<file path="src/flash_sp_defines.svh">
// Constants for the flash self-programming controller: bit positions, reset values, windows, section limits.
// Assumes inclusion by the controller module; definitions only.
// How it works
// - Store-ready interrupt requested while enabled, global flag set and store_enable clear.
// - Erase or write into read-while-write section sets busy flag and blocks its reads.
// - Busy flag clears on re-enable after programming, or when a buffer load starts.
// - Signature select plus store: load within three cycles returns signature byte; store ignored.
// - Re-enable with store within four cycles frees section; refused while programming runs.
// - Re-enable written during buffer loading aborts the load and drops buffered data.
// - Lock-set store within four cycles programs lock bits from low working register only.
// - Lock-set select clears on completion or when no store comes within four cycles.
// - Load within three cycles of lock-set arming returns lock or fuse bits by pointer bit zero.
// - Page-write store within four cycles writes buffer into page from upper pointer bits.
// - Page-write select clears on completion or four-cycle timeout.
// - Page-erase store within four cycles erases page at upper pointer bits; clears likewise.
// - CPU halted for whole programming operation when target page is in no-rww section.
// - Store alone writes working register pair into buffer at pointer word address.
// - store_enable clears after a store or four idle cycles; stays high through programming.
// - Writes whose low five bits are no defined command combination only update the interrupt enable bit.
// - Six lock bits, zero means programmed, restored only by chip erase.
// - Both memory lock bits unprogrammed: no memory lock restrictions.
// - First memory lock bit programmed: external programming blocked and fuses locked.
// - Both memory lock bits programmed: external program and verify blocked, lock and fuses locked.
// - Application lock modes 2 and 3 refuse stores to application section.
// - Application modes 3 and 4 block boot-code loads of application; interrupt gating applies.
// - Boot modes 2 and 3 refuse boot stores; modes 3 and 4 block application loads of boot.
// - Page select from pointer bits 14..7, word select from bits 6..1.
`ifndef FLASH_SP_DEFINES_SVH
`define FLASH_SP_DEFINES_SVH

// ----------------------------------------
// Control and status bit positions
// ----------------------------------------
`define BIT_IRQ_EN      7
`define BIT_RWW_BUSY    6
`define BIT_SIG_READ    5
`define BIT_REENABLE    4
`define BIT_LOCK_SET    3
`define BIT_PAGE_WRITE  2
`define BIT_PAGE_ERASE  1
`define BIT_STORE_EN    0
`define CSR_RESET       8'h00

// Accepted low-five-bit command codes
`define CMD_REENABLE    5'h11
`define CMD_LOCK_SET    5'h09
`define CMD_PAGE_WRITE  5'h05
`define CMD_PAGE_ERASE  5'h03
`define CMD_STORE_ONLY  5'h01

// ----------------------------------------
// Timing windows in CPU clock cycles
// ----------------------------------------
`define STORE_WINDOW    3'd4
`define LOAD_WINDOW     3'd3

// ----------------------------------------
// Lock bits and flash layout (word addresses)
// ----------------------------------------
`define LOCK_RESET      6'h3f
`define LOCK_MEM_LO     0
`define LOCK_MEM_HI     1
`define LOCK_APP_LO     2
`define LOCK_APP_HI     3
`define LOCK_BOOT_LO    4
`define LOCK_BOOT_HI    5
`define RWW_LIMIT       14'h3800
`define BOOT_START_256  14'h3f00
`define BOOT_START_512  14'h3e00
`define BOOT_START_1K   14'h3c00
`define BOOT_START_2K   14'h3800

`endif

</file>
<file path="src/flash_sp_pkg.sv">
// Types shared by the flash self-programming controller.
// Assumes the constants header is compiled alongside.
package flash_sp_pkg;

   // ----------------------------------------
   // Sequencer states
   // ----------------------------------------
   typedef enum logic [1:0] {
      ST_IDLE = 2'b01,
      ST_PROG = 2'b10
   } seqState_t;

endpackage : flash_sp_pkg

</file>
<file path="src/flash_self_program_control.sv">
// Self-programming controller for on-chip program flash: control byte, arming, commands, lock bits.
// Assumes the CPU presents control writes and store/load strobes on core_clk; the flash array
// reports the end of an erase or write with flashDone.
`include "flash_sp_defines.svh"

module flash_self_program_control
   import flash_sp_pkg::*;
(
   // Clock and reset
   input  wire logic        core_clk,
   input  wire logic        rst_n,
   input  wire logic        clkEn,
   // Control register access
   input  wire logic        csrWrEn,
   input  wire logic [7:0]  csrWrData,
   output logic [7:0]       csrRdData,
   // CPU instruction side
   input  wire logic        storeInstr,
   input  wire logic        loadInstr,
   input  wire logic [15:0] pointerZ,
   input  wire logic [7:0]  lowWorkingReg,
   input  wire logic [7:0]  highWorkingReg,
   input  wire logic        globalIntEn,
   input  wire logic        execInBoot,
   input  wire logic        vectorsInBoot,
   input  wire logic [1:0]  bootSizeSel,
   // Fuse and signature sources
   input  wire logic [7:0]  fuseLowByte,
   input  wire logic [7:0]  signatureByte,
   input  wire logic        chipErase,
   // Flash array side
   input  wire logic        flashDone,
   output logic             bufWrite,
   output logic [5:0]       bufWordAddr,
   output logic [15:0]      bufWriteData,
   output logic             bufDiscard,
   output logic             pageErase,
   output logic             pageWrite,
   output logic [7:0]       pageAddr,
   // Load answers
   output logic             loadSpecialValid,
   output logic [7:0]       loadSpecialData,
   output logic             loadDenied,
   // CPU and protection status
   output logic             spmReadyIrq,
   output logic             cpuHalt,
   output logic             rwwReadBlock,
   output logic             irqBlock,
   output logic [5:0]       lockBits,
   output logic             extProgBlocked,
   output logic             extVerifyBlocked,
   output logic             fuseLocked,
   output logic             bootLockLocked
);

   // ----------------------------------------
   // Register state
   // ----------------------------------------
   logic       irqEnable_reg;
   logic       rwwBusy_reg;
   logic       sigRead_reg;
   logic       reenable_reg;
   logic       lockSet_reg;
   logic       pageWrite_reg;
   logic       pageErase_reg;
   logic       storeEnable_reg;
   logic       bufLoaded_reg;
   logic       haltNrww_reg;
   logic [5:0] lockBits_reg;
   seqState_t  state_reg;

   logic       storeActive;
   logic       storeExpire;
   logic       loadActive;
   logic       cmdValid;
   logic       cmdWrite;
   logic       storeTake;
   logic [4:0] cmdCode;
   logic [13:0] targetWord;
   logic [13:0] loadWord;
   logic [13:0] bootStart;
   logic       targetInBoot;
   logic       targetInRww;
   logic       storeRefused;
   logic       doErase;
   logic       doWrite;
   logic       doFill;
   logic       doLockSet;
   logic       doReenable;
   logic       loadInBoot;

   // ----------------------------------------
   // Command decode
   // ----------------------------------------
   // Only the five defined codes arm the store; anything else leaves the low bits untouched
   assign cmdCode  = csrWrData[4:0];
   assign cmdValid = (cmdCode == `CMD_REENABLE) || (cmdCode == `CMD_LOCK_SET)
                  || (cmdCode == `CMD_PAGE_WRITE) || (cmdCode == `CMD_PAGE_ERASE)
                  || (cmdCode == `CMD_STORE_ONLY);
   // While programming runs the sequencer is out of ST_IDLE, so new commands are refused
   assign cmdWrite = clkEn && csrWrEn && cmdValid && (state_reg == ST_IDLE);

   // Arming windows: four cycles for stores, three for loads
   arm_window_timer #(
      .WIDTH  (3),
      .LENGTH (`STORE_WINDOW)
   ) storeTimer (
      .core_clk (core_clk),
      .rst_n    (rst_n),
      .clkEn    (clkEn),
      .start    (cmdWrite),
      .cancel   (storeTake),
      .active   (storeActive),
      .expire   (storeExpire)
   );

   arm_window_timer #(
      .WIDTH  (3),
      .LENGTH (`LOAD_WINDOW)
   ) loadTimer (
      .core_clk (core_clk),
      .rst_n    (rst_n),
      .clkEn    (clkEn),
      .start    (cmdWrite),
      .cancel   (1'b0),
      .active   (loadActive),
      .expire   ()
   );

   // ----------------------------------------
   // Address and section decode
   // ----------------------------------------
   // Bit 15 of the pointer is never used; bit 0 only selects a byte for loads
   assign targetWord = {pointerZ[14:7], 6'h00};
   assign loadWord   = pointerZ[14:1];

   // Boot section start follows the boot size fuses
   always_comb begin
      unique case (bootSizeSel)
         2'b11:   bootStart = `BOOT_START_256;
         2'b10:   bootStart = `BOOT_START_512;
         2'b01:   bootStart = `BOOT_START_1K;
         default: bootStart = `BOOT_START_2K;
      endcase
   end

   assign targetInBoot = (targetWord >= bootStart);
   assign targetInRww  = (targetWord < `RWW_LIMIT);
   assign loadInBoot   = (loadWord >= bootStart);

   // Section lock on stores: low lock bit programmed means modes 2 and 3
   assign storeRefused = targetInBoot ? !lockBits_reg[`LOCK_BOOT_LO]
                                      : !lockBits_reg[`LOCK_APP_LO];

   // ----------------------------------------
   // Store dispatch
   // ----------------------------------------
   assign storeTake  = clkEn && storeInstr && storeActive && storeEnable_reg && (state_reg == ST_IDLE);
   assign doErase    = storeTake && pageErase_reg && !storeRefused;
   assign doWrite    = storeTake && pageWrite_reg && !storeRefused;
   assign doLockSet  = storeTake && lockSet_reg;
   assign doReenable = storeTake && reenable_reg;
   // A signature-armed store fills nothing; it only clears the armed control bits
   assign doFill     = storeTake && !pageErase_reg && !pageWrite_reg && !lockSet_reg
                    && !reenable_reg && !sigRead_reg;

   // ----------------------------------------
   // Sequencer
   // ----------------------------------------
   // Stays in the programming state until the array reports completion
   always_ff @(posedge core_clk) begin
      if (!rst_n) begin
         state_reg <= ST_IDLE;
      end else if (clkEn) begin
         unique case (state_reg)
            ST_IDLE: begin
               if (doErase || doWrite) begin
                  state_reg <= ST_PROG;
               end
            end
            ST_PROG: begin
               if (flashDone) begin
                  state_reg <= ST_IDLE;
               end
            end
         endcase
      end
   end

   // ----------------------------------------
   // Control bits
   // ----------------------------------------
   // Command bits clear after use or timeout, but erase/write hold until flashDone
   always_ff @(posedge core_clk) begin
      if (!rst_n) begin
         irqEnable_reg   <= 1'(`CSR_RESET >> `BIT_IRQ_EN);
         sigRead_reg     <= 1'b0;
         reenable_reg    <= 1'b0;
         lockSet_reg     <= 1'b0;
         pageWrite_reg   <= 1'b0;
         pageErase_reg   <= 1'b0;
         storeEnable_reg <= 1'b0;
      end else if (clkEn) begin
         if (csrWrEn) begin
            irqEnable_reg <= csrWrData[`BIT_IRQ_EN];
         end
         if (cmdWrite) begin
            sigRead_reg     <= csrWrData[`BIT_SIG_READ] && (cmdCode == `CMD_STORE_ONLY);
            reenable_reg    <= csrWrData[`BIT_REENABLE];
            lockSet_reg     <= csrWrData[`BIT_LOCK_SET];
            pageWrite_reg   <= csrWrData[`BIT_PAGE_WRITE];
            pageErase_reg   <= csrWrData[`BIT_PAGE_ERASE];
            storeEnable_reg <= csrWrData[`BIT_STORE_EN];
         end else if (doErase || doWrite) begin
            sigRead_reg     <= 1'b0; // Held bits below stay set while the array works
            storeEnable_reg <= 1'b1;
         end else if (storeTake || storeExpire) begin
            sigRead_reg     <= 1'b0;
            reenable_reg    <= 1'b0;
            lockSet_reg     <= 1'b0;
            pageWrite_reg   <= 1'b0;
            pageErase_reg   <= 1'b0;
            storeEnable_reg <= 1'b0;
         end else if ((state_reg == ST_PROG) && flashDone) begin
            pageWrite_reg   <= 1'b0;
            pageErase_reg   <= 1'b0;
            storeEnable_reg <= 1'b0;
         end
      end
   end

   // ----------------------------------------
   // Read-while-write busy flag
   // ----------------------------------------
   // A new programming start wins over any clear in the same cycle
   always_ff @(posedge core_clk) begin
      if (!rst_n) begin
         rwwBusy_reg <= 1'(`CSR_RESET >> `BIT_RWW_BUSY);
      end else if (clkEn) begin
         if ((doErase || doWrite) && targetInRww) begin
            rwwBusy_reg <= 1'b1;
         end else if (doReenable || doFill) begin
            rwwBusy_reg <= 1'b0;
         end
      end
   end

   // ----------------------------------------
   // Temporary buffer bookkeeping
   // ----------------------------------------
   // Tracks whether the buffer holds words so a re-enable can flush it
   always_ff @(posedge core_clk) begin
      if (!rst_n) begin
         bufLoaded_reg <= 1'b0;
      end else if (clkEn) begin
         if (doFill) begin
            bufLoaded_reg <= 1'b1;
         end else if (doWrite || (cmdWrite && (cmdCode == `CMD_REENABLE))) begin
            bufLoaded_reg <= 1'b0;
         end
      end
   end

   // ----------------------------------------
   // Flash array strobes
   // ----------------------------------------
   // One-cycle strobes with registered address and data
   always_ff @(posedge core_clk) begin
      if (!rst_n) begin
         bufWrite     <= 1'b0;
         bufWordAddr  <= 6'h00;
         bufWriteData <= 16'h0000;
         bufDiscard   <= 1'b0;
         pageErase    <= 1'b0;
         pageWrite    <= 1'b0;
         pageAddr     <= 8'h00;
      end else if (clkEn) begin
         bufWrite   <= doFill;
         pageErase  <= doErase;
         pageWrite  <= doWrite;
         // Re-enable during loading throws the buffered words away
         bufDiscard <= cmdWrite && (cmdCode == `CMD_REENABLE) && bufLoaded_reg;
         if (doFill) begin
            bufWordAddr  <= pointerZ[6:1];
            bufWriteData <= {highWorkingReg, lowWorkingReg};
         end
         if (doErase || doWrite) begin
            pageAddr <= pointerZ[14:7];
         end
      end
   end

   // ----------------------------------------
   // CPU halt
   // ----------------------------------------
   // Code runs from the no-rww section, so the CPU cannot fetch while it is programmed
   always_ff @(posedge core_clk) begin
      if (!rst_n) begin
         haltNrww_reg <= 1'b0;
      end else if (clkEn) begin
         if ((doErase || doWrite) && !targetInRww) begin
            haltNrww_reg <= 1'b1;
         end else if ((state_reg == ST_PROG) && flashDone) begin
            haltNrww_reg <= 1'b0;
         end
      end
   end

   // ----------------------------------------
   // Lock bits
   // ----------------------------------------
   // Bits only move from one to zero here; chip erase is the sole way back
   always_ff @(posedge core_clk) begin
      if (!rst_n) begin
         lockBits_reg <= `LOCK_RESET; // Nonvolatile in silicon; reset models a blank part
      end else if (clkEn) begin
         if (chipErase) begin
            lockBits_reg <= `LOCK_RESET;
         end else if (doLockSet) begin
            lockBits_reg <= lockBits_reg & lowWorkingReg[5:0];
         end
      end
   end

   // ----------------------------------------
   // Load answers
   // ----------------------------------------
   // Armed loads return internal bytes; ordinary loads are only checked for protection
   always_ff @(posedge core_clk) begin
      if (!rst_n) begin
         loadSpecialValid <= 1'b0;
         loadSpecialData  <= 8'h00;
         loadDenied       <= 1'b0;
      end else if (clkEn) begin
         loadSpecialValid <= 1'b0;
         loadDenied       <= 1'b0;
         if (loadInstr && loadActive && storeEnable_reg && sigRead_reg) begin
            loadSpecialValid <= 1'b1;
            loadSpecialData  <= signatureByte;
         end else if (loadInstr && loadActive && storeEnable_reg && lockSet_reg) begin
            loadSpecialValid <= 1'b1;
            loadSpecialData  <= pointerZ[0] ? fuseLowByte : {2'b11, lockBits_reg};
         end else if (loadInstr) begin
            loadDenied <= (rwwBusy_reg && (loadWord < `RWW_LIMIT))
                       || (execInBoot && !loadInBoot && !lockBits_reg[`LOCK_APP_HI])
                       || (!execInBoot && loadInBoot && !lockBits_reg[`LOCK_BOOT_HI]);
         end
      end
   end

   // ----------------------------------------
   // Status and protection outputs
   // ----------------------------------------
   assign csrRdData = {irqEnable_reg, rwwBusy_reg, sigRead_reg, reenable_reg,
                       lockSet_reg, pageWrite_reg, pageErase_reg, storeEnable_reg};

   // Level request, so software sees it again as soon as store_enable drops
   assign spmReadyIrq  = irqEnable_reg && globalIntEn && !storeEnable_reg;
   assign cpuHalt      = haltNrww_reg;
   assign rwwReadBlock = rwwBusy_reg;

   // Vectors in the other section must not be reached from locked code
   assign irqBlock = vectorsInBoot ? (!execInBoot && !lockBits_reg[`LOCK_APP_HI])
                                   : (execInBoot && !lockBits_reg[`LOCK_BOOT_HI]);

   assign lockBits = lockBits_reg;

   // Memory lock modes; both bits high gives no restriction at all
   assign extProgBlocked   = !(lockBits_reg[`LOCK_MEM_LO] && lockBits_reg[`LOCK_MEM_HI]);
   assign fuseLocked       = extProgBlocked;
   assign extVerifyBlocked = !lockBits_reg[`LOCK_MEM_LO] && !lockBits_reg[`LOCK_MEM_HI];
   assign bootLockLocked   = extVerifyBlocked;

endmodule : flash_self_program_control

</file>
<file path="src/arm_window_timer.sv">
// Down-counter that holds an arming window open for a fixed number of cycles.
// Assumes start and cancel are single-cycle strobes on core_clk.
module arm_window_timer #(
   parameter int              WIDTH  = 3,
   parameter logic [WIDTH-1:0] LENGTH = 3'd4
) (
   // Clock and reset
   input  wire logic core_clk,
   input  wire logic rst_n,
   input  wire logic clkEn,
   // Control
   input  wire logic start,
   input  wire logic cancel,
   // Status
   output logic      active,
   output logic      expire
);

   logic [WIDTH-1:0] count_reg;

   // Reload on start; the first armed cycle is the one after the write edge
   always_ff @(posedge core_clk) begin
      if (!rst_n) begin
         count_reg <= '0;
      end else if (clkEn) begin
         if (start) begin
            count_reg <= LENGTH;
         end else if (cancel) begin
            count_reg <= '0;
         end else if (count_reg != '0) begin
            count_reg <= count_reg - 1'b1;
         end
      end
   end

   // Expire marks the last armed cycle passing unused
   assign active = (count_reg != '0);
   assign expire = clkEn && (count_reg == {{(WIDTH-1){1'b0}}, 1'b1}) && !start && !cancel;

endmodule : arm_window_timer

</file>
<file path="config.mk">
export PLATFORM = sky130hd
export DESIGN_NAME = flash_self_program_control
export DESIGN_NICKNAME = d
export VERILOG_FILES = /design/src/flash_sp_pkg.sv /design/src/flash_self_program_control.sv /design/src/arm_window_timer.sv
export VERILOG_INCLUDE_DIRS = /design/src
export SDC_FILE = /design/constraint.sdc
export NUM_CORES = 1
export LEC_CHECK = 0
export BUFFER_PORTS_ARGS = -buffer_cell sky130_fd_sc_hd__buf_2
export CAP_MARGIN = 25
export CORE_ASPECT_RATIO = 0.8
export CORE_MARGIN = 8
export CORE_UTILIZATION = 49
export CTS_CLUSTER_DIAMETER = 60
export DETAILED_ROUTE_END_ITERATION = 16
export PLACE_DENSITY_LB_ADDON = 0.3
export SYNTH_ARGS = -nofsm -noshare
export SYNTH_HDL_FRONTEND = slang
export SYNTH_HIERARCHICAL = 1
export SYNTH_SLANG_ARGS = --single-unit
</file>
<file path="constraint.sdc">
create_clock -name core_clk -period 3 [get_ports core_clk]
set_clock_uncertainty 0.2 [all_clocks]
set_input_delay 0.6 -clock core_clk [delete_from_list [all_inputs] [get_ports core_clk]]
set_output_delay 0.6 -clock core_clk [all_outputs]
set_load 0.05 [all_outputs]
</file>
-- Word level (Yosys, flattened, before mapping)
Index checks and enable logic that the tools add are counted.
- register bits after elaboration: 68
- input bits: 69
- word-level logic and storage cells: 183
- output and inout bits: 66
- magnitude comparators: 4
- add/subtract/negate cells: 2
- bitwise operators: 1
- equality and inequality tests: 14
- reduce and logical (&&, ||, !) cells: 99
- muxes and demuxes: 39
- operators with widths (operator ; count):
    logical AND 1 bit ; 42
    one-hot mux 11 bit (3 select lines) ; 1
    greater-or-equal comparator 14 bit ; 2
    < comparator 14 bit (second input constant) ; 2
    two-way mux 1 bit ; 25
    two-way mux 8 bit ; 3
    AND reduction 2 bit ; 12
    logical NOT 1 bit ; 19
    two-way mux 3 bit ; 5
    nonzero test 3 bit ; 5
    nonzero test 2 bit ; 7
    two-way mux 6 bit ; 2
    logical OR 1 bit ; 10
    AND reduction 3 bit ; 3
    bitwise AND 6 bit ; 1
    equality test 2 bit (second input constant) ; 3
    subtractor 3 x 1 -> 3 bit (second input constant) ; 2
    equality test 5 x 1 -> 1 bit (second input constant) ; 1
    equality test 5 x 2 -> 1 bit (second input constant) ; 1
    equality test 5 x 3 -> 1 bit (second input constant) ; 1
    equality test 5 x 4 -> 1 bit (second input constant) ; 1
    equality test 5 bit (second input constant) ; 1
    equality test 2 x 1 -> 1 bit (second input constant) ; 2
    two-way mux 2 bit ; 2
    5 further kinds ; 6

-- Logic depth before layout (Yosys ltp)
- depth in word-level cells: 14
- gate-level depth with buffers: 12
- mapped depth without buffers: 12

-- By module
The synthesis kept the hierarchy.
- by module, submodules not included (module ; area an instance (sq um) ; seq. area each (sq um) ; times used ; cells each):
    flash_self_program_control ; 2927.8 ; 1241.2 ; 1 ; 362
    arm_window_timer at loadTimer ; 220.2 ; 60.1 ; 1 ; 25
    arm_window_timer at storeTimer ; 212.7 ; 60.1 ; 1 ; 25

-- Least setup slack after synthesis
No wires, ideal clock.
- path kind: register -> output
- start: register lockBits_reg[5], in the netlist lockBits[5]
- end: output port irqBlock
- path slack: 402 ps
- stages on the path, launching flop included: 3
- required time: 2200 ps
- arrival time: 1798 ps
- path through: dfxtp_1 nand2b_1 o21ai_0
- word-level cells in the longest chain between the ends: 3
- ends and longest elaborated chain (what ; line ; RTL):
    start, declared ; flash_self_program_control.sv:69 ; logic [5:0] lockBits_reg;
    start signal, assigned ; flash_self_program_control.sv:315 ; lockBits_reg <= `LOCK_RESET;
    start signal, assigned ; flash_self_program_control.sv:318 ; lockBits_reg <= `LOCK_RESET;
    start signal, assigned ; flash_self_program_control.sv:320 ; lockBits_reg <= lockBits_reg & lowWorkingReg[5:0];
    logical NOT 1 bit ; flash_self_program_control.sv:364 ; : (execInBoot && !lockBits_reg[`LOCK_BOOT_HI]);
    logical AND 1 bit ; flash_self_program_control.sv:364 ;
    two-way mux 1 bit ; flash_self_program_control.sv:363 ; assign irqBlock = vectorsInBoot ? (!execInBoot && !lockBits_reg[`LOCK_APP_HI])
    end, declared ; flash_self_program_control.sv:48 ; output logic irqBlock,
Every way passes these cells.

-- Final worst setup path
- start: register storeTimer.count_reg[0]
- end: register reenable_reg
- word-level cells in the longest chain between the ends: 9
- elaborated cells between the ends (all ways): 18
- ends and longest elaborated chain (what ; line ; RTL):
    start, declared ; arm_window_timer.sv:19 ; logic [WIDTH-1:0] count_reg;
    start signal, assigned ; arm_window_timer.sv:31 ; count_reg <= count_reg - 1'b1;
    nonzero test 3 bit ; arm_window_timer.sv:37 ; assign active = (count_reg != '0);
    named net storeActive ; flash_self_program_control.sv:72 ; logic storeActive;
    logical AND 1 bit (3 in a row) ; flash_self_program_control.sv:158 ; assign storeTake = clkEn && storeInstr && storeActive && storeEnable_reg && (state_reg == ST_IDLE);
    named net storeTake ; flash_self_program_control.sv:77 ; logic storeTake;
    logical NOT 1 bit ; arm_window_timer.sv:38 ; assign expire = clkEn && (count_reg == {{(WIDTH-1){1'b0}}, 1'b1}) && !start && !cancel;
    logical AND 1 bit ; arm_window_timer.sv:38 ;
    named net storeExpire ; flash_self_program_control.sv:73 ; logic storeExpire;
    logical OR 1 bit ; flash_self_program_control.sv:217 ; end else if (storeTake || storeExpire) begin
    nonzero test 2 bit (no line) ; n/a ;
    AND reduction 3 bit (no line) ; n/a ;
    end signal, assigned ; flash_self_program_control.sv:209 ; reenable_reg <= csrWrData[`BIT_REENABLE];
    end, declared ; flash_self_program_control.sv:62 ; logic reenable_reg;
The timed path passes the listed nets, and every way through them passes these cells.
A chain may end at the register's enable or synchronous reset.

==> impl_metrics.ini <==
[setup_path]
startpoint_type = register
crit_type = reg -> reg
required_ns = 3.05
crit_path_end_kind = register
cp_max_fo = 10
arrival_ns = 2.76

[clock_tree]
numCtsBuffers = 9
htreeDepth = 3
cts_resized = 0
cts_root_buf = clkbuf_8
cts_tree = yes
clkSinkCount = 68
cts_setup_buffers = 0
clk_path_buf_depth = 2
clk_latency_ns = 0.35
clkSlewWorstSetupHoldPaths_ns = 0.08
cts_hold_buffers = 0

[detailed_routing]
dr.pass1.iters = 4
route.detailed.drc = 0
detail-route-antenna-nets = 0
dr_total_vias = 3258
drt_iter0_drc = 201
wl_per_cell_microns = 15.3
drt_wl_total_microns = 9590
viasPerCell = 5.19

[yosys]
syn_avg_cell_area_sq_um = 8.15
yosys_warnings = 6
postSynthCellCount = 410
syn_area_sq_um = 3340

[final_layout]
layout-drive-gt1-share_pct = 31.2
mostFrequentLayoutCell = buf_2
syn2layout_area_growth_pct = 25.9
reg_top3 = bufWriteData x16, loadSpecialData x8, pageAddr x8
antenna_cells = 0
final_util_pct = 62.3
largest-register = bufWriteData
largest_reg_flops = 16
final_cell_mix = 132 x buf_2, 98 x nand2_1, 68 x dfxtp_1
nNetsFinal = 613

[floorplan]
coreArea_sq_um = 6760
die_w_microns = 108
initial_core_util_pct = 49.5
dieArea_sq_um = 9740
die_y_microns = 89.9
ioPinCount = 135
num_rows = 27

[sta]
clock.fmax_ghz = 0.369
period_needed_ns = 2.71
final_max_slew_viol_count = 0
hold_slack_ns = 0.254
grt_setup_unrepaired = no
relSlewSlack_pct = 47.5
period_share_pct = 90.4
tightest_slew_ns = 0.788
fin_tns_setup_ns = 0
final-hold-violation-count = 0
setup_viol = 0
layout_setup_ws_ns = 0.289

[place]
place_ws_ns = 0.226
portBuffers = 132
gp_congestion = 0.833
dp_hpwl_microns = 7310

[power_and_ir_drop]
design_power_total_mw = 2.03
worst_ir_drop_vdd_uv = 343
p_per_area_nw_per_um2 = 482
p_leak_nw = 1.95

[global_route]
grt_max_degree = 47
grt_pass1_vias = 3201
overflow = 0
antenna_found_initial = 0
grt_first_pass_wirelength_microns = 15500
track_usage_pct = 19.6

[hold_path]
hold_path_class = reg -> reg

[job]
cap_violations = 0

[run_status]
status = complete, no violations
per-layer routing:
metal	part of all wire (%)	track usage, %	wire length, microns	up-vias
met3	10	8.35	1010	9
met1	43	23.7	4120	1468
met5	0	0	0	-
met4	1.1	6.48	104	0
met2	45	30.3	4360	113
li1	-	-	-	1668
stage by stage:
stage	cell area (sq um)	std cells
after floorplan	3360	415
after global placement	4020	612
after detailed placement	4020	612
after CTS	4210	628
after global routing	4210	628
final	4210	628
area by class of cell:
class / instances / area, sq um
sequential: 68 / 1360
multi-input combinational: 304 / 1780
tap: 87 / 109
clock buffer: 10 / 128
clock inverter: 6 / 65.1
timing repair buffer: 138 / 706
fill: 635 / 2550
inverter: 15 / 56.3
final timing paths:
check | startpoint | slack, ns | end | cells past startpoint
setup / recovery | storeTimer/count_reg[0] | 0.29 | reenable_reg | 12
hold / removal | bufWriteData[11] | 0.25 | bufWriteData[11] | 2
setup reg to reg | storeTimer/count_reg[0] | 0.29 | reenable_reg | 12
hold reg to reg | bufWriteData[11] | 0.25 | bufWriteData[11] | 2
worst max-delay path: stages (launching register included):
cell and delay [ns]:
dfxtp_1 0.36, inv_1 0.09, ha_1 0.23, nand2b_1 0.11, and3_1 0.18, nand2_2 0.12
inv_1 0.30, nor2_1 0.12, nand3_1 0.10, nor2_1 0.07, o21ai_0 0.32, mux2i_1 0.13
a221oi_1 0.27
power by group:
group	internal [mW]	switching (mW)	total (mW)
clock	0.384	0.357	0.741
sequential	0.926	0.0243	0.951
combinational	0.140	0.198	0.338
total	1.45	0.579	2.03
(Power assumes the default switching activity.)
